[src/rtl/window_cfg_pkg.sv]
// Constants for the configuration-space window register bank
// How it works
// - Bit 0 of each base register except a 64-bit upper half is read-only: 0 memory, 1 I/O.
// - Memory base bits 2:1 read 00b for 32-bit, 10b for 64-bit decoders.
// - Memory base bit 3 reads zero: windows are non-prefetchable.
// - Register window is 128 KB; bits 16:4 zero, bits 31:17 and upper writable.
// - Flash base zero bits follow flash size: 15:4, 16:4 or 18:4.
// - I/O window is 8 bytes; bit 2 zero, higher bits writable.
// - Boot ROM bit 0 is a writable enable, reset zero, gating ROM access.
// - Boot ROM bits 10:1 read zero; writes to them are stored but masked on read.
// - Boot ROM address bits 31:11; zero bits 15:11 up to 18:11 by flash size.
// - Card info pointer reads 22h when clock-run and narrow options set, else 0.
// - Pointer bits 2:0 select space: 0 config, 1-6 base registers, 7 ROM.
// - Pointer bits 31:3 read-only offset in 8-byte units, 4 when enabled.
// - Conventional mode with narrow option uses 32-bit bases, else 64-bit pairs.
package window_cfg_pkg;
    // Configuration space byte offsets
    localparam logic [7:0] OFS_BASE0 = 8'h10;
    localparam logic [7:0] OFS_BASE1 = 8'h14;
    localparam logic [7:0] OFS_BASE2 = 8'h18;
    localparam logic [7:0] OFS_BASE3 = 8'h1C;
    localparam logic [7:0] OFS_BASE4 = 8'h20;
    localparam logic [7:0] OFS_BASE5 = 8'h24;
    localparam logic [7:0] OFS_CARD_INFO = 8'h28;
    localparam logic [7:0] OFS_BOOT_ROM = 8'h30;
    // Flash size codes
    localparam logic [1:0] FLASH_64K = 2'h0;
    localparam logic [1:0] FLASH_128K = 2'h1;
    localparam logic [1:0] FLASH_256K = 2'h2;
    localparam logic [1:0] FLASH_512K = 2'h3;
    // Writable address masks
    localparam logic [31:0] MASK_REG = 32'hFFFE_0000;
    localparam logic [31:0] MASK_FL64 = 32'hFFFF_0000;
    localparam logic [31:0] MASK_FL128 = 32'hFFFE_0000;
    localparam logic [31:0] MASK_FL256 = 32'hFFF8_0000;
    localparam logic [31:0] MASK_IO = 32'hFFFF_FFF8;
    localparam logic [31:0] MASK_ROM64 = 32'hFFFF_0000;
    localparam logic [31:0] MASK_ROM128 = 32'hFFFE_0000;
    localparam logic [31:0] MASK_ROM256 = 32'hFFFC_0000;
    localparam logic [31:0] MASK_ROM512 = 32'hFFF8_0000;
    // Attribute bits
    localparam logic [3:0] ATTR_MEM32 = 4'h0;
    localparam logic [3:0] ATTR_MEM64 = 4'h4;
    localparam logic [1:0] ATTR_IO = 2'h1;
    localparam int ROM_EN_BIT = 0;
    // Card info pointer values
    localparam logic [31:0] CARD_INFO_ON = 32'h0000_0022;
    localparam logic [31:0] CARD_INFO_OFF = 32'h0000_0000;
    // Reset values
    localparam logic [31:0] BASE_RESET = 32'h0000_0000;
endpackage : window_cfg_pkg

[src/rtl/window_cfg_regs.sv]
// Base address, boot ROM and card info registers in configuration space
`timescale 1ns/10ps
module window_cfg_regs (
    // Clock and reset
    input wire logic clock,
    input wire logic reset,
    // Configuration access
    input wire logic cfg_wr,
    input wire logic [7:0] cfg_addr,
    input wire logic [3:0] cfg_be,
    input wire logic [31:0] cfg_wdata,
    output logic [31:0] cfg_rdata,
    // Loader options and mode
    input wire logic [1:0] flash_size,
    input wire logic narrow_base_option,
    input wire logic clock_run_option,
    input wire logic extended_bus_mode,
    // Decode results
    output logic [63:0] reg_base,
    output logic [63:0] flash_base,
    output logic [31:0] io_base,
    output logic [31:0] rom_base,
    output logic rom_enable,
    output logic wide_mode
);
    logic [63:0] reg_base_q;
    logic [63:0] flash_base_q;
    logic [31:0] io_base_q;
    logic [31:0] rom_q;
    logic [31:0] rdata_q;
    logic [31:0] rdata_d;

    wire logic wide = extended_bus_mode | ~narrow_base_option;
    wire logic [3:0] mem_attr = wide ? window_cfg_pkg::ATTR_MEM64
                                     : window_cfg_pkg::ATTR_MEM32;

    function automatic logic [31:0] flash_mask(input logic [1:0] sz);
        case (sz)
            window_cfg_pkg::FLASH_64K: flash_mask = window_cfg_pkg::MASK_FL64;
            window_cfg_pkg::FLASH_128K: flash_mask = window_cfg_pkg::MASK_FL128;
            default: flash_mask = window_cfg_pkg::MASK_FL256;
        endcase
    endfunction : flash_mask

    function automatic logic [31:0] rom_mask(input logic [1:0] sz);
        case (sz)
            window_cfg_pkg::FLASH_64K: rom_mask = window_cfg_pkg::MASK_ROM64;
            window_cfg_pkg::FLASH_128K: rom_mask = window_cfg_pkg::MASK_ROM128;
            window_cfg_pkg::FLASH_256K: rom_mask = window_cfg_pkg::MASK_ROM256;
            default: rom_mask = window_cfg_pkg::MASK_ROM512;
        endcase
    endfunction : rom_mask

    function automatic logic [31:0] merge(input logic [31:0] old, input logic [31:0] nw,
                                         input logic [3:0] be);
        logic [31:0] r;
        r = old;
        for (int i = 0; i < 4; i++) begin
            if (be[i]) begin
                r[i*8 +: 8] = nw[i*8 +: 8];
            end
        end
        merge = r;
    endfunction : merge

    // Window address decode; flash and I/O placement depends on mode
    wire logic [7:0] ofs_flash_lo = wide ? window_cfg_pkg::OFS_BASE2 : window_cfg_pkg::OFS_BASE1;
    wire logic [7:0] ofs_io = wide ? window_cfg_pkg::OFS_BASE4 : window_cfg_pkg::OFS_BASE2;
    wire logic hit_reg_lo = cfg_addr == window_cfg_pkg::OFS_BASE0;
    wire logic hit_reg_hi = wide && cfg_addr == window_cfg_pkg::OFS_BASE1;
    wire logic hit_fl_lo = cfg_addr == ofs_flash_lo;
    wire logic hit_fl_hi = wide && cfg_addr == window_cfg_pkg::OFS_BASE3;
    wire logic hit_io = cfg_addr == ofs_io;
    wire logic hit_rom = cfg_addr == window_cfg_pkg::OFS_BOOT_ROM;
    wire logic hit_card = cfg_addr == window_cfg_pkg::OFS_CARD_INFO;

    wire logic [31:0] fmask = flash_mask(flash_size);
    wire logic [31:0] rmask = rom_mask(flash_size);
    wire logic [31:0] rom_wmask = rmask | 32'h0000_0001;

    // Reads recompute masks so a flash size change never exposes stale low bits
    wire logic [31:0] reg_lo_rd = (reg_base_q[31:0] & window_cfg_pkg::MASK_REG)
                                  | {28'h000_0000, mem_attr};
    wire logic [31:0] fl_lo_rd = (flash_base_q[31:0] & fmask) | {28'h000_0000, mem_attr};
    wire logic [31:0] io_rd = (io_base_q & window_cfg_pkg::MASK_IO)
                              | {30'h0000_0000, window_cfg_pkg::ATTR_IO};
    wire logic [31:0] rom_rd = rom_q & rom_wmask;
    wire logic [31:0] card_rd = (clock_run_option && narrow_base_option)
                                ? window_cfg_pkg::CARD_INFO_ON
                                : window_cfg_pkg::CARD_INFO_OFF;

    always_comb begin
        if (hit_reg_lo) begin
            rdata_d = reg_lo_rd;
        end else if (hit_reg_hi) begin
            rdata_d = reg_base_q[63:32];
        end else if (hit_fl_lo) begin
            rdata_d = fl_lo_rd;
        end else if (hit_fl_hi) begin
            rdata_d = flash_base_q[63:32];
        end else if (hit_io) begin
            rdata_d = io_rd;
        end else if (hit_rom) begin
            rdata_d = rom_rd;
        end else if (hit_card) begin
            rdata_d = card_rd;
        end else begin
            rdata_d = 32'h0000_0000;
        end
    end

    // Write strobes, one per stored word
    wire logic wr_reg_lo = cfg_wr && hit_reg_lo;
    wire logic wr_reg_hi = cfg_wr && hit_reg_hi;
    wire logic wr_fl_lo = cfg_wr && hit_fl_lo;
    wire logic wr_fl_hi = cfg_wr && hit_fl_hi;
    wire logic wr_io = cfg_wr && hit_io;
    wire logic wr_rom = cfg_wr && hit_rom;

    // Next values after byte-lane merge
    wire logic [31:0] reg_lo_d = merge(reg_base_q[31:0], cfg_wdata, cfg_be)
                                 & window_cfg_pkg::MASK_REG;
    wire logic [31:0] reg_hi_d = merge(reg_base_q[63:32], cfg_wdata, cfg_be);
    wire logic [31:0] fl_lo_d = merge(flash_base_q[31:0], cfg_wdata, cfg_be);
    wire logic [31:0] fl_hi_d = merge(flash_base_q[63:32], cfg_wdata, cfg_be);
    wire logic [31:0] io_d = merge(io_base_q, cfg_wdata, cfg_be)
                             & window_cfg_pkg::MASK_IO;
    // Boot ROM word kept whole; size can change after programming
    wire logic [31:0] rom_d = merge(rom_q, cfg_wdata, cfg_be);

    // Register window base, both halves
    always_ff @(posedge clock) begin
        if (reset) begin
            reg_base_q <= {window_cfg_pkg::BASE_RESET, window_cfg_pkg::BASE_RESET};
        end else begin
            if (wr_reg_lo) begin
                reg_base_q[31:0] <= reg_lo_d;
            end
            if (wr_reg_hi) begin
                reg_base_q[63:32] <= reg_hi_d;
            end
        end
    end

    // Flash window base, both halves
    always_ff @(posedge clock) begin
        if (reset) begin
            flash_base_q <= {window_cfg_pkg::BASE_RESET, window_cfg_pkg::BASE_RESET};
        end else begin
            if (wr_fl_lo) begin
                flash_base_q[31:0] <= fl_lo_d;
            end
            if (wr_fl_hi) begin
                flash_base_q[63:32] <= fl_hi_d;
            end
        end
    end

    // I/O window base
    always_ff @(posedge clock) begin
        if (reset) begin
            io_base_q <= window_cfg_pkg::BASE_RESET;
        end else if (wr_io) begin
            io_base_q <= io_d;
        end
    end

    // Boot ROM base and enable
    always_ff @(posedge clock) begin
        if (reset) begin
            rom_q <= window_cfg_pkg::BASE_RESET;
        end else if (wr_rom) begin
            rom_q <= rom_d;
        end
    end

    // Read data, one cycle behind the address
    always_ff @(posedge clock) begin
        if (reset) begin
            rdata_q <= 32'h0000_0000;
        end else begin
            rdata_q <= rdata_d;
        end
    end

    assign cfg_rdata = rdata_q;
    // Upper halves count only in 64-bit form
    assign reg_base = {wide ? reg_base_q[63:32] : 32'h0000_0000, reg_lo_rd & 32'hFFFF_FFF0};
    assign flash_base = {wide ? flash_base_q[63:32] : 32'h0000_0000, fl_lo_rd & 32'hFFFF_FFF0};
    assign io_base = io_rd & window_cfg_pkg::MASK_IO;
    assign rom_base = rom_rd & rmask;
    assign rom_enable = rom_q[window_cfg_pkg::ROM_EN_BIT];
    assign wide_mode = wide;
endmodule : window_cfg_regs

[config.mk]
export PLATFORM = sky130hd
export DESIGN_NAME = window_cfg_regs
export DESIGN_NICKNAME = d
export VERILOG_FILES = /design/src/rtl/window_cfg_pkg.sv /design/src/rtl/window_cfg_regs.sv
export SDC_FILE = /design/constraint.sdc
export NUM_CORES = 1
export LEC_CHECK = 0
export ABC_CLOCK_PERIOD_IN_PS = 2600
export BUFFER_PORTS_ARGS = -buffer_cell sky130_fd_sc_hd__buf_2
export CAP_MARGIN = 20
export CORE_MARGIN = 5
export CORE_UTILIZATION = 33
export CTS_CLUSTER_DIAMETER = 150
export CTS_CLUSTER_SIZE = 40
export DETAILED_ROUTE_END_ITERATION = 16
export PLACE_DENSITY = 0.68
export SLEW_MARGIN = 20
export SYNTH_ARGS = -nofsm -noshare
export SYNTH_HDL_FRONTEND = slang
export SYNTH_SLANG_ARGS = --single-unit
export TNS_END_PERCENT = 5
[constraint.sdc]
create_clock -name clock -period 2.6 [get_ports clock]
set_clock_uncertainty 0.05 [all_clocks]
set_input_delay 0.13 -clock clock [delete_from_list [all_inputs] [get_ports clock]]
set_output_delay 0.13 -clock clock [all_outputs]
set_load 0.02 [all_outputs]
==> results.md, run 1 <==
Routing:
- The total via count after detailed routing is between 7000 and 8000.
- The total detailed-routing wirelength is 29.60 mm.
- The count of nets left with antenna violations once routing finished came out at 0.
- After detailed routing, the number of vias per cell comes to between 5 and 6.
- The first routing iteration left between 700 and 800 violations.
- For this run, design rule violations remaining after detail routing come to 0.
- The final routed wire length divided by cell count is between 15 and 20 um.
- The first detailed-routing pass took 7 iterations.

Power:
- The share of total power dissipated in the clock network is 45.5%.
- Combinational cells account for 7.6% of the total power.
- Across the VDD grid, the largest voltage drop is about 0.00034 V.
- Cell internal power was estimated by the tool at between 4 and 5 mW.
- Dividing total power by cell area gives a power density of 536.7 nW/um^2.
- Net switching is approximately 25% of the power.
- The total power is 5.647 mW.
- Summed over all cells, the static leakage comes to 4.501 nW.
- The analysis attributes to net switching a power of around 1.4 mW.
- The sequential share of power is a little under half.

Synthesis:
- The total of flip-flops plus latches after synthesis is 173.
- In the synthesized netlist the dominant register cell turns out to be sky130_fd_sc_hd__dfxtp_1.
- For this run, asynchronously set or reset flops after synthesis account for 0%.
- The number of synthesized flops with an enable pin is 0.
- The number of distinct library cells after synthesis is 51.
- The mapped netlist covers approximately 8500 um^2.
- The sequential cell area fraction in the yosys report is just over 40%.
- The warning count from the yosys run is 0.
- The mean area per synthesized cell is between 9 and 10 um^2.
- The cell count after synthesis came out at 939.

Worst setup path:
- The kind of cell adding the most delay to the critical path is simple AND/OR/NAND/NOR gates.
- By startpoint and endpoint, the worst setup path is classified as in2reg.
- STA classifies the critical path endpoint as a register.
- In this design, the stage delay of the slowest critical-path cell is 610 ps.
- The first element of the critical path is cfg_addr[7].
- The signal on the critical path passes through buf_2 > nor4_2 > nand3_1 > buf_4 > nor2_1 > buf_4 > nand2_1 > a21oi_1.
- Along the worst path, the maximum fanout reaches 9.
- The arrival time of data at the critical path endpoint is approximately 2200 ps.
- For the worst setup path, the data required time is about 2900 ps.
- The sum of buffers and inverters on the critical path is 3.
- The most frequent cell on the critical path is sky130_fd_sc_hd__buf_4.
- The library cell contributing the largest single delay on the critical path is sky130_fd_sc_hd__nor4_2.
- The startpoint type of the worst setup path is an input port.
- The startpoint identified for the worst register-to-register timing path is flash_base_q[16]$_SDFFE_PP0P_.

Placement:
- Summed over all nets, the half-perimeter wirelength after detailed placement is between 20 and 25 mm.
- The congestion estimate from routability-driven global placement came to about 0.84.
- The cell total after placement is around 1400.
- The port buffer count is ~230.

STA:
- Setup repair after global routing left no endpoint under its margin.
- The final clock period utilization by the worst path is 74.55%.
- The worst slew margin relative to its limit is 55.89%.
- The final setup TNS is 0 ps.
- The worst hold slack across all endpoints is ~30 ps.
- The number of pins exceeding their max-slew limit in the final report is 0.
- Setup violations remaining at the end of the flow were counted as 0.
- Static timing analysis puts the maximum clock frequency at slightly above 0.5 GHz.
- The number of failing hold endpoints at the final stage is 0.
- The slew at the pin closest to its max-slew limit is about 660 ps.
- The smallest clock period supported by the final layout is computed as just under 2000 ps.

Global route:
- The global routing usage summed across all routing layers is 19.82%.
- The via count of the first global-routing pass is about 7500.
- The initial antenna violation count is 3.
- For this run the aggregate overflow at the end of global routing stands at 0.
- The global-route wire length before repair is between 40 and 50 mm.
- Entering global routing, the biggest net connects 81 pins.

Flow run:
- The count of maximum capacitance violations is 0.

Floorplan:
- The total area inside the core boundary comes to 25250 um^2.
- The initial core utilization is 33.54%.
- The die covers 28970 um^2.
- The overall die height is 170.2 um.
- The top-level I/O count is between 200 and 300.
- From left edge to right edge, the die measures around 170 um.
- The total number of placement rows is 58.

CTS:
- The number of buffers inserted to repair setup after CTS is 0.
- In this run, post-CTS hold repair placed 31 buffers.
- The number of gates resized after cts is 0.
- The number of H-tree levels is 4.
- Clock-pin slew was measured on the worst setup and hold paths at about 70 ps.
- For the worst-skew pair, the clock arrives at the later sink with an insertion delay of 430 ps.
- In this run the deepest clock path goes through 2 buffers.
- The CTS buffer count is 17.
- The library cell used as clock root buffer is sky130_fd_sc_hd__clkbuf_16.
- TritonCTS built the clock tree.
- For this design, the sink count on the clock tree is approximately 170.

Cells and area:
- From synthesis to final layout, the design area changed by 24.23%.
- Cells fill a little over two fifths of the core in the end.
- The fraction of final layout cells sized beyond drive strength 1 is between 20% and 30%.
- The fill cell total of the finished layout is roughly 2600.
- The net count reported at finish is around 1200.
- Excluding fillers, the count of instances in the completed layout stands at around 1500.

Outcome:
- The run finished with clean final reports.

Hold path:
- The hold path startpoint is cfg_wdata[29].
- The path class of the tightest hold or removal check is in2reg.
==> routing by layer <==
layer	track usage, %	up-vias	routed length [um]
li1	-	3527	-
met1	26.49	3625	12750
met2	31.36	365	13610
met3	4.413	62	2304
met4	7.465	0	933
met5	0	-	0
==> cell usage in the layout, fill, tap and decap left out, types with 5 or more instances in the layout <==
master / instances
sky130_fd_sc_hd__mux2i_1: 135
sky130_fd_sc_hd__a21oi_1: 33
sky130_fd_sc_hd__buf_4: 43
sky130_fd_sc_hd__dfxtp_1: 173
sky130_fd_sc_hd__o2bb2ai_1: 5
sky130_fd_sc_hd__a22o_1: 20
sky130_fd_sc_hd__inv_1: 5
sky130_fd_sc_hd__o22ai_1: 9
sky130_fd_sc_hd__nor2b_1: 17
sky130_fd_sc_hd__nand2_1: 34
sky130_fd_sc_hd__a221oi_1: 5
sky130_fd_sc_hd__a21o_1: 6
sky130_fd_sc_hd__dlygate4sd3_1: 31
sky130_fd_sc_hd__conb_1: 52
sky130_fd_sc_hd__and2_1: 68
sky130_fd_sc_hd__clkbuf_16: 17
sky130_fd_sc_hd__buf_2: 224
sky130_fd_sc_hd__nand2b_1: 6
sky130_fd_sc_hd__o21ai_0: 32
sky130_fd_sc_hd__nor2_1: 151
sky130_fd_sc_hd__a22oi_1: 25
sky130_fd_sc_hd__nand3_1: 9
sky130_fd_sc_hd__nor3_2: 7
==> stage by stage <==
stage               instance area, um^2  setup WS, ps
finish                            10520         661.8
detailed placement                 9617         330.9
floorplan                          8661         790.8
global route                      10520         622.7
global placement                   9617         373.9
CTS                               10510         770.0
==> sequential cells by signal (all words and copies together), names as in the netlist <==
register      cells
reg_base_q       47
cfg_rdata        32
flash_base_q     48
rom_q            17
io_base_q        29
==> path summary, 6_finish.rpt <==
check / slack (ps) / depth (start not counted) / end
hold reg to reg: 440 / 2 / flash_base_q[25]$_SDFFE_PP0P_
setup reg to reg: 1140 / 5 / cfg_rdata[16]$_SDFF_PP0_
setup / recovery: 660 / 8 / reg_base_q[17]$_SDFFE_PP0P_
hold / removal: 30 / 3 / io_base_q[29]$_SDFFE_PP0P_
==> area by class of cell <==
class,count,area (um^2),share of cell area [%]
inverters,6,22.52,0.2141
clock buffers,19,452.9,4.305
flip-flops and latches,173,3463,32.92
diodes,3,7.507,0.07135
repair buffers,301,1814,17.24
clock inverters,11,133.9,1.272
well taps,330,412.9,3.924
multi-input cells,658,4214,40.05
==> worst register-to-register path, stage by stage, from the launching register on <==
cell and delay [ps]:
sky130_fd_sc_hd__dfxtp_1 330, sky130_fd_sc_hd__nor3b_1 410, sky130_fd_sc_hd__nor2_1 90, sky130_fd_sc_hd__o21ai_0 160, sky130_fd_sc_hd__o31ai_1 100, sky130_fd_sc_hd__a211oi_1 240
==> power groups by stage <==
stage               Combinational (mW)  Clock [mW]  Sequential (mW)
floorplan                        0.278           0             2.71
global placement                 0.379           0             2.71
detailed placement               0.382           0             2.71
CTS                              0.420        2.62             2.65
global route                     0.456        2.74             2.65
finish                           0.426        2.57             2.65
==> cells in the mapped netlist, types with 2 or more instances <==
master	count	area share, %
sky130_fd_sc_hd__o32ai_1	3	0.31
sky130_fd_sc_hd__clkbuf_1	43	1.9
sky130_fd_sc_hd__a22oi_1	25	2.2
sky130_fd_sc_hd__inv_1	6	0.27
sky130_fd_sc_hd__a211oi_1	2	0.18
sky130_fd_sc_hd__a222oi_1	3	0.35
sky130_fd_sc_hd__nor3b_1	2	0.18
sky130_fd_sc_hd__a2bb2oi_1	3	0.31
sky130_fd_sc_hd__o31ai_1	3	0.27
sky130_fd_sc_hd__a21oi_1	33	2.0
sky130_fd_sc_hd__buf_4	101	9.0
sky130_fd_sc_hd__o2bb2ai_1	5	0.52
sky130_fd_sc_hd__o22ai_1	9	0.66
sky130_fd_sc_hd__a32oi_1	2	0.21
sky130_fd_sc_hd__and3_1	3	0.22
sky130_fd_sc_hd__a21o_1	6	0.53
sky130_fd_sc_hd__buf_1	2	0.089
sky130_fd_sc_hd__nand3_1	9	0.53
sky130_fd_sc_hd__nand4_1	2	0.15
sky130_fd_sc_hd__nor3_4	3	0.58
sky130_fd_sc_hd__and2_1	68	5.0
sky130_fd_sc_hd__o21ai_0	32	1.9
sky130_fd_sc_hd__nor2_1	152	6.7
sky130_fd_sc_hd__nor2b_1	17	1.3
sky130_fd_sc_hd__buf_2	6	0.35
sky130_fd_sc_hd__a22o_1	20	2.1
sky130_fd_sc_hd__nand2b_1	6	0.44
sky130_fd_sc_hd__a221oi_1	5	0.52
sky130_fd_sc_hd__nor3_2	7	0.83
sky130_fd_sc_hd__mux2i_1	135	16
sky130_fd_sc_hd__dfxtp_1	173	41
sky130_fd_sc_hd__nand2_1	34	1.5
==> cell families (layout without fill, tap and decap cells) <==
kind of cell | Yosys count | in the layout | synth area share, %
flip-flops | 173 | 173 | 40.89
AO/OA/AOI/OAI | 154 | 154 | 12.25
multiplexers | 136 | 136 | 16.13
other | 1 | 55 | 0.04428
AND/OR/NAND/NOR | 316 | 316 | 18.98
buffers and inverters | 159 | 337 | 11.70
Power figures use the tool's default switching activity.
==> run 2: changes to the inputs <==
--- a/config.mk
+++ b/config.mk
@@ -5,7 +5,8 @@
 export SDC_FILE = /design/constraint.sdc
 export NUM_CORES = 1
 export LEC_CHECK = 0
-export ABC_CLOCK_PERIOD_IN_PS = 2600
+export ABC_AREA = 1
+export ABC_CLOCK_PERIOD_IN_PS = 2000
 export BUFFER_PORTS_ARGS = -buffer_cell sky130_fd_sc_hd__buf_2
 export CAP_MARGIN = 20
 export CORE_MARGIN = 5
==> constraint.sdc (replaced) <==
create_clock -name clock -period 2 [get_ports clock]
set_clock_uncertainty 0.05 [all_clocks]
set_input_delay 0.1 -clock clock [delete_from_list [all_inputs] [get_ports clock]]
set_output_delay 0.1 -clock clock [all_outputs]
set_load 0.02 [all_outputs]
==> run 2 against run 1 <==
  * First-iteration DRC count down 5.0%
  * Clock-buffer cell count is the same
  * Register-to-register slack worse by 310 ps
  * Worst setup slack got worse by 200 ps
  * Utilization down 0.12 points
  * Clock power increased by 30%
  * Sequential share of layout area rose by 1.3 points
  * Power is 29% higher
  * Routed wire length decreased by 1.7%
  * Cell area decreased by 3.7%
  * Global-route usage up 0.15 points
  * Critical path type unchanged
  * Critical endpoint is now reg_base_q[40]$_SDFFE_PP0P_
==> results.md, run 2 <==
Outcome:
- The run finished with clean final reports.

Synthesis:
- The number of distinct library cells after synthesis is 30 (-41%).
- The netlist area before placement is 8174 um^2 (-3.5%).
- The warning count from the yosys run is 0 (unchanged).
- Sorting the synthesized cells by how often they occur yields sky130_fd_sc_hd__dfxtp_1 (173), sky130_fd_sc_hd__nand2_1 (156), sky130_fd_sc_hd__nor2_1 (148).
- The cell accounting for the most synthesized area is sky130_fd_sc_hd__dfxtp_1.
- Among all flip-flop cells after synthesis, the most frequent one is sky130_fd_sc_hd__dfxtp_1.
- The leading cell type by number of instances after synthesis is sky130_fd_sc_hd__dfxtp_1.
- The mean area per synthesized cell is 7.126 um^2 (-21%).
- The fraction of synthesis flops using an asynchronous set or reset pin came to 0% (unchanged).
- The post-synthesis instance total was 1147 (+22%).
- The sequential cell area fraction in the yosys report came to 42.37% (+1.5 points).
- The total of flip-flops plus latches after synthesis came to 173 (unchanged).
- The number of synthesized flops with an enable pin is 0 (unchanged).
- In the post-synthesis netlist, the biggest area contributors are sky130_fd_sc_hd__dfxtp_1 (42%), sky130_fd_sc_hd__buf_4 (8.6%), sky130_fd_sc_hd__a21oi_1 (8.3%), sky130_fd_sc_hd__nand2_1 (7.2%), sky130_fd_sc_hd__nor2_1 (6.8%).
- The top-area cell type share of the netlist area is 42.37% (+1.5 points).

STA:
- Setup repair after global routing left no endpoint under its margin.
- For this run, the top clock speed supported by timing is 0.6487 GHz.
- The final setup TNS is 0 ps (unchanged).
- The slew at the pin closest to its max-slew limit is 1032 ps (+376.3 ps).
- The worst setup margin was 458.4 ps (-203.4 ps).
- The number of pins exceeding their max-slew limit in the final report is 0 (unchanged).
- The worst slew margin relative to its limit is 30.91% (-25 points).
- Of the available clock period, the critical path in the final layout requires 77.08%.
- The routed design could run at a clock period as short as 1542 ps.
- The total of endpoints with negative setup slack in the final report is 0 (unchanged).
- The number of failing hold endpoints at the final stage was 0 (unchanged).

Cells and area:
- The most common cell after layout, fill and taps aside is sky130_fd_sc_hd__buf_2.
- The number of cells in the finished layout apart from fillers is 1697 (+13%).
- The layout overhead on the synthesized area is 23.96%.
- The core occupancy in the finished layout came to 41.54% (-0.12 points).
- In the layout the commonest cells are sky130_fd_sc_hd__buf_2 (225), sky130_fd_sc_hd__dfxtp_1 (173), sky130_fd_sc_hd__nand2_1 (156), sky130_fd_sc_hd__nor2_1 (147), sky130_fd_sc_hd__a21oi_1 (136).
- The flip-flop count of the largest register, all copies and words added was 48 (unchanged).
- flash_base_q holds more flip-flops than any other register.
- The net count reported at finish was 1412 (+17%).
- The fraction of final layout cells sized beyond drive strength 1 is 23.89% (-3.6 points).
- The number of antenna diodes is 0 (-3).

Worst setup path:
- The delay of the slowest cell on the worst path is 360 ps (-250 ps).
- The maximum fanout along the worst path came to 16 (+7).
- The launch point of the worst reg-to-reg path is rom_q[16]$_SDFFE_PP0P_.
- The endpoint class of the critical path is a register.
- The library cell contributing the largest single delay on the critical path is sky130_fd_sc_hd__nand2_1.
- The arrival time of data at the critical path endpoint is 1790 ps (-450 ps).
- The worst setup path is launched from an input port.
- The worst path required time is 2240 ps (-670 ps).
- The sum of buffers and inverters on the critical path is 1 (-2).
- The critical path goes through buf_2 > nor2_2 > nand2_2 > nor2_8 > nand3_2 > nor2_2 > nand2_1 > o21ai_0 > a21oi_1.
- Grouping stages by cell kind, the critical path spends the most delay in simple AND/OR/NAND/NOR gates.
- Tracing the worst setup path back leads to its startpoint at cfg_addr[1].
- By startpoint and endpoint, the worst setup path is classified as in2reg.
- The cell that appears most often on the critical path is sky130_fd_sc_hd__nor2_2.

Placement:
- The port buffer count is 225 (unchanged).
- The total half-perimeter wirelength after legalization and detailed placement is 21.23 mm (-0.31%).
- The routability-driven placement congestion ratio came to 0.8229 (-2.4%).
- The post-placement setup slack was 7.942 ps (-323.0 ps).
- The cell total after placement is 1632 (+14%).

Power:
- The reported leakage power is 4.503 nW (about the same).
- The total power per unit cell area came to 720.5 nW/um^2 (+34%).
- The maximum vdd drop came to 0.0005388 V (+59%).

CTS:
- The maximum buffer depth of the clock tree is 2 (unchanged).
- The number of sinks handled by clock tree synthesis came to 173 (unchanged).
- The latest clock arrival within the worst-skew pair came to 430 ps (about the same).
- The library cell used as clock root buffer is sky130_fd_sc_hd__clkbuf_16.
- The clock transition time at the flip-flop clock pins of the worst setup and hold paths is 70 ps (about the same).
- The number of H-tree levels is 4 (unchanged).
- The CTS buffer count is 17 (unchanged).
- The CTS tree is done.
- The number of gates resized after cts is 0 (unchanged).

Routing:
- The number of optimization iterations in the first detailed-route pass was 8 (+1).
- The total via count after detailed routing is 8149 (+7.5%).
- The iteration-0 DRC count of the detailed router is 698 (-5.0%).
- The number of vias per cell after detailed routing came to 4.802 (-4.9%).
- The final routed wire length divided by cell count was 17.14 um (-13%).
- The number of nets with antenna violations after routing came to 0 (unchanged).
- The total DRC errors in the routed layout is 0 (unchanged).
- The total detailed-routing wirelength came to 29.09 mm (-1.7%).

Global route:
- The overflow left after global routing is 0 (unchanged).
- The largest net degree at the start of global routing came to 65 (-20%).
- The via count of the first global-routing pass is 7826 (+3.8%).
- The global routing usage summed across all routing layers came to 19.96% (+0.15 points).
- The global-route wire length before repair is 44.58 mm (+0.14%).
- The initial antenna violation count was 1 (-2).

Floorplan:
- The die span in x is 167.4 um (-1.7%).
- The top-level I/O count came to 278 (unchanged).
- The floorplan core area is 24390 um^2 (-3.4%).
- The initial core utilization is 33.51% (about the same).
- The total number of placement rows is 57 (-1.7%).
- The area of the die came to 28020 um^2 (-3.3%).
- The overall die height is 167.4 um (-1.7%).

Hold path:
- In this run the worst hold path is classified as in2reg.
- In this run the most critical hold path is launched from cfg_addr[6].

Flow run:
- The count of maximum capacitance violations was 0 (unchanged).
## run 2: worst min-delay path, cell delays in order
cell and delay (ps):
sky130_fd_sc_hd__buf_2 80, sky130_fd_sc_hd__nor2_2 40, sky130_fd_sc_hd__nand3_1 60, sky130_fd_sc_hd__o311ai_1 90, sky130_fd_sc_hd__nand2_1 60, sky130_fd_sc_hd__inv_1 30
## run 2: cell families (layout without fill, tap and decap cells)
kind of cell           Yosys count  count (layout)  share of synthesized area (%)
buffers and inverters          293             468                          18.00
AO/OA/AOI/OAI                  269             269                          16.78
AND/OR/NAND/NOR                411             411                          22.81
flip-flops                     173             173                          42.37
other                            1              52                        0.04588
## run 2: power by group
group / leakage (nW) / switching [mW] / internal [mW]
combinational: 2.83 / 0.371 / 0.137
clock: 0.280 / 1.56 / 1.78
sequential: 1.39 / 0.00234 / 3.45
total: 4.50 / 1.94 / 5.36
## run 2: final timing paths
| kind | to | slack, ps | depth (start not counted) |
|---|---|---|---|
| worst max register to register | cfg_rdata[16]$_SDFF_PP0_ | 830 | 6 |
| worst min-delay path | cfg_rdata[1]$_SDFF_PP0_ | 20 | 6 |
| worst max-delay path | reg_base_q[40]$_SDFFE_PP0P_ | 460 | 9 |
| worst min register to register | rom_q[18]$_SDFFE_PP0P_ | 400 | 2 |
## run 2: repair_timing
action	4_1_cts	5_1_grt
endpoints found under the hold margin	119	0
setup buffers	0	0
hold buffers	33	0
## run 2: layout make-up
type / count / area [um^2]
multi-input combinational: 732 / 3438
inverter: 150 / 563.0
clock inverter: 13 / 150.1
timing repair buffer: 286 / 1679
tap: 324 / 405.4
clock buffer: 19 / 432.9
sequential: 173 / 3463
fill: 2549 / 14260
## run 2: per-layer routing
metal | routed length (um) | up-vias | track usage [%] | share of wire, %
met1 | 12170 | 3737 | 24.76 | 42
met5 | 7 | - | 0 | 0.024
met3 | 2796 | 57 | 6.836 | 9.6
met2 | 13270 | 372 | 32.12 | 46
met4 | 845 | 2 | 7.586 | 2.9
li1 | - | 3981 | - | -
## run 2: metrics by stage
| step | power [mW] | hold WS [ps] | cell area [um^2] |
|---|---|---|---|
| 2_1_floorplan | 3.863 | 184.9 | 8366 |
| 3_3_place_gp | 3.975 | 322.8 | 9219 |
| 3_5_place_dp | 3.977 | 326.5 | 9219 |
| 4_1_cts | 7.340 | 2.981 | 10130 |
| 5_1_grt | 7.539 | 21.30 | 10130 |
| 6_report | 7.300 | 23.52 | 10130 |
==> run 3: changes to the inputs <==
--- a/config.mk
+++ b/config.mk
@@ -6,7 +6,7 @@
 export NUM_CORES = 1
 export LEC_CHECK = 0
 export ABC_AREA = 1
-export ABC_CLOCK_PERIOD_IN_PS = 2000
+export ABC_CLOCK_PERIOD_IN_PS = 1390
 export BUFFER_PORTS_ARGS = -buffer_cell sky130_fd_sc_hd__buf_2
 export CAP_MARGIN = 20
 export CORE_MARGIN = 5
@@ -14,7 +14,7 @@
 export CTS_CLUSTER_DIAMETER = 150
 export CTS_CLUSTER_SIZE = 40
 export DETAILED_ROUTE_END_ITERATION = 16
-export PLACE_DENSITY = 0.68
+export PLACE_DENSITY = 0.71
 export SLEW_MARGIN = 20
 export SYNTH_ARGS = -nofsm -noshare
 export SYNTH_HDL_FRONTEND = slang
==> constraint.sdc (replaced) <==
create_clock -name clock -period 1.39 [get_ports clock]
set_clock_uncertainty 0.05 [all_clocks]
set_input_delay 0.0695 -clock clock [delete_from_list [all_inputs] [get_ports clock]]
set_output_delay 0.0695 -clock clock [all_outputs]
set_load 0.02 [all_outputs]
==> run 3 against run 2 <==
  * Sequential cell count is the same
  * Worst setup slack lost 430 ps
  * Power grew 45%
  * Sequential share of layout area shrank 2.0 points
  * Critical path depth shrank 6
  * First-iteration DRC count shrank 11%
  * Register-to-register slack lost 680 ps
  * Via count grew 0.42%
  * Hold slack gained 3.6 ps
  * Critical endpoint is now flash_base[53]
  * Largest cell class is now multi-input gates
==> results.md, run 3 (synthesized netlist as in run 2, its figures left out) <==
Cells and area:
- The number of antenna diodes is 0 (unchanged).
- The flip-flop count of the largest register, all copies and words added was 48 (unchanged).
- The net count reported at finish is 1462 (+3.5%).
- The number of cells in the finished layout apart from fillers came to 1747 (+2.9%).
- Leaving out fill and tap cells, the most frequent cell in the layout is sky130_fd_sc_hd__buf_2.
- The layout overhead on the synthesized area is 31.53%.
- The core occupancy in the finished layout is 44.08% (+2.5 points).
- The fill cell total of the finished layout is 2517 (-1.3%).
- In the layout the commonest cells are sky130_fd_sc_hd__buf_2 (222), sky130_fd_sc_hd__dfxtp_1 (173), sky130_fd_sc_hd__nand2_1 (154), sky130_fd_sc_hd__nor2_1 (144), sky130_fd_sc_hd__a21oi_1 (135).
- The fraction of final layout cells sized beyond drive strength 1 was 27.13% (+3.2 points).
- The largest register by flop count is flash_base_q.

STA:
- Setup repair after global routing left no endpoint under its margin.
- The number of pins exceeding their max-slew limit in the final report is 0 (unchanged).
- The slew at the pin closest to its max-slew limit is 575.5 ps (-457.0 ps).
- The worst hold slack across all endpoints was 27.10 ps (+3.583 ps).
- The total of endpoints with negative setup slack in the final report is 0 (unchanged).
- The number of failing hold endpoints at the final stage is 0 (unchanged).
- The upper clock frequency limit is between 0.7 and 0.8 GHz.
- The post-layout minimum cycle time is about 1400 ps.
- The final setup TNS is 0 ps (unchanged).
- The worst slew margin relative to its limit is 61.49% (+31 points).
- Dividing the final minimum period by the clock period gives between 90% and 100%.

Floorplan:
- The initial core utilization is 33.51% (unchanged).
- The top-level I/O count is 278 (unchanged).
- The floorplan core area is 24390 um^2 (unchanged).
- The overall die height came to 167.4 um (unchanged).
- The total number of placement rows was 57 (unchanged).
- The area of the die is 28020 um^2 (unchanged).
- The die span in x came to 167.4 um (unchanged).

Worst setup path:
- The worst reg2reg path depth came to 6 (unchanged).
- The worst register-to-register path begins at flash_base_q[16]$_SDFFE_PP0P_.
- The maximum fanout along the worst path is 3 (-13).
- The startpoint type of the worst setup path is a register.
- The worst-case register-to-register setup slack is 150 ps (-680 ps).
- The worst path required time came to 1270 ps (-970 ps).
- The endpoint class of the critical path is an output port.
- The endpoint of the worst-slack reg-to-reg timing path is cfg_rdata[16]$_SDFF_PP0_.
- The critical path class is reg2out.
- The arrival time of data at the critical path endpoint is 1250 ps (-540 ps).

Hold path:
- The path with the worst hold slack has its endpoint at cfg_rdata[1]$_SDFF_PP0_.
- The hold path startpoint is cfg_addr[5].
- The path class of the lowest-slack min-delay path is in2reg.
- The instance count along the most critical hold path is 5 (-1).

Routing:
- The total detailed-routing wirelength was 28.78 mm (-1.1%).
- The number of nets with antenna violations after routing is 0 (unchanged).
- The iteration-0 DRC count of the detailed router is 622 (-11%).
- The total DRC errors in the routed layout is 0 (unchanged).
- The total via count after detailed routing is 8183 (+0.42%).
- The number of vias per cell after detailed routing is 4.684 (-2.5%).
- The final routed wire length divided by cell count is 16.47 um (-3.9%).
- The number of optimization iterations in the first detailed-route pass is 5 (-3).

Placement:
- The port buffer count was 225 (unchanged).
- The cell total after placement came to 1680 (+2.9%).
- The routability-driven placement congestion ratio came to 0.8650 (+5.1%).
- The total half-perimeter wirelength after legalization and detailed placement is 21.56 mm (+1.6%).

CTS:
- The number of H-tree levels is 4 (unchanged).
- The CTS tree is done.
- The CTS buffer count came to 17 (unchanged).
- The latest clock arrival within the worst-skew pair is 420 ps (about the same).
- The library cell used as clock root buffer is sky130_fd_sc_hd__clkbuf_16.
- The maximum buffer depth of the clock tree came to 2 (unchanged).
- The clock transition time at the flip-flop clock pins of the worst setup and hold paths is 70 ps (about the same).
- The number of buffers inserted to repair setup after CTS is 0 (unchanged).
- The number of sinks handled by clock tree synthesis was 173 (unchanged).

Global route:
- The global routing usage summed across all routing layers is 19.74% (-0.22 points).
- The overflow left after global routing was 0 (unchanged).
- The via count of the first global-routing pass is 7862 (+0.46%).
- The largest net degree at the start of global routing is 61 (-6.2%).
- The global-route wire length before repair was 44.37 mm (-0.48%).
- The initial antenna violation count is 0 (-1).

Flow run:
- The count of maximum capacitance violations is 0 (unchanged).

Power:
- The total power came to 10.57 mW (+45%).
- The maximum vdd drop is 0.0008181 V (+52%).
- The total power per unit cell area is 983.2 nW/um^2 (+36%).
- The reported leakage power is 4.853 nW (+7.8%).

Outcome:
- The run finished with clean final reports.
## run 3: cell count changes in the layout (fill, tap and decap cells not counted), moves of 3 or more
| cell | delta |
|---|---|
| sky130_fd_sc_hd__buf_2 | -3 |
| sky130_fd_sc_hd__buf_4 | +35 |
| sky130_fd_sc_hd__nor2_1 | -3 |
| sky130_fd_sc_hd__buf_12 | +14 |
## run 3: what timing repair did
item                                    in CTS  in global routing
hold buffers                                35                  0
endpoints found under the setup margin       2                 11
gates resized for setup                      2                  9
pin swaps                                    0                  1
endpoints found under the hold margin      132                  0
## run 3: worst max-delay path by stage
stage	from	end	slack (ps)	cells past startpoint
final	flash_base_q[53]$_SDFFE_PP0P_	flash_base[53]	30	3
after global routing	flash_base_q[53]$_SDFFE_PP0P_	flash_base[53]	5	3
after CTS	rom_q[18]$_SDFFE_PP0P_	rom_base[18]	20	3
after detailed placement	extended_bus_mode	io_base_q[6]$_SDFFE_PP0P_	-280	9
after global placement	extended_bus_mode	io_base_q[6]$_SDFFE_PP0P_	-240	9
after floorplan	cfg_addr[7]	io_base_q[4]$_SDFFE_PP0P_	8	8
## run 3: per-stage QoR
step                      instance area, um^2  setup slack, ps
after floorplan                          8401            7.995
after global placement                   9777           -243.8
after detailed placement                 9777           -278.4
after CTS                               10720            23.65
after global routing                    10750            4.667
final                                   10750            25.24
## run 3: power breakdown
part / switching, mW / internal [mW]
Combinational: 0.548 / 0.241
Sequential: 0.00351 / 4.96
Clock: 2.22 / 2.60
## run 3: final cells by class
class	count	area, um^2	area share, %
Clock buffer	18	439.2	4.085
Clock inverter	14	147.6	1.373
Inverter	150	563.0	5.237
Multi-Input combinational cell	732	3491	32.47
Sequential cell	173	3463	32.21
Tap cell	324	405.4	3.770
Timing Repair Buffer	336	2242	20.85
## run 3: worst max-delay path, stage by stage (launching register included)
cell,delay [ps]
sky130_fd_sc_hd__dfxtp_1,360
sky130_fd_sc_hd__inv_1,50
sky130_fd_sc_hd__nor2_1,200
sky130_fd_sc_hd__buf_2,210
## run 3: routing by layer
metal  share of wire [%]  vias up  wire, um  GRT usage (%)
li1                    -     4076         -              -
met1                  43     3763     12280          25.17
met2                  48      321     13680          33.24
met3                 8.5       23      2436          5.658
met4                 1.3        0       380          4.517
met5                   0        -         0              0
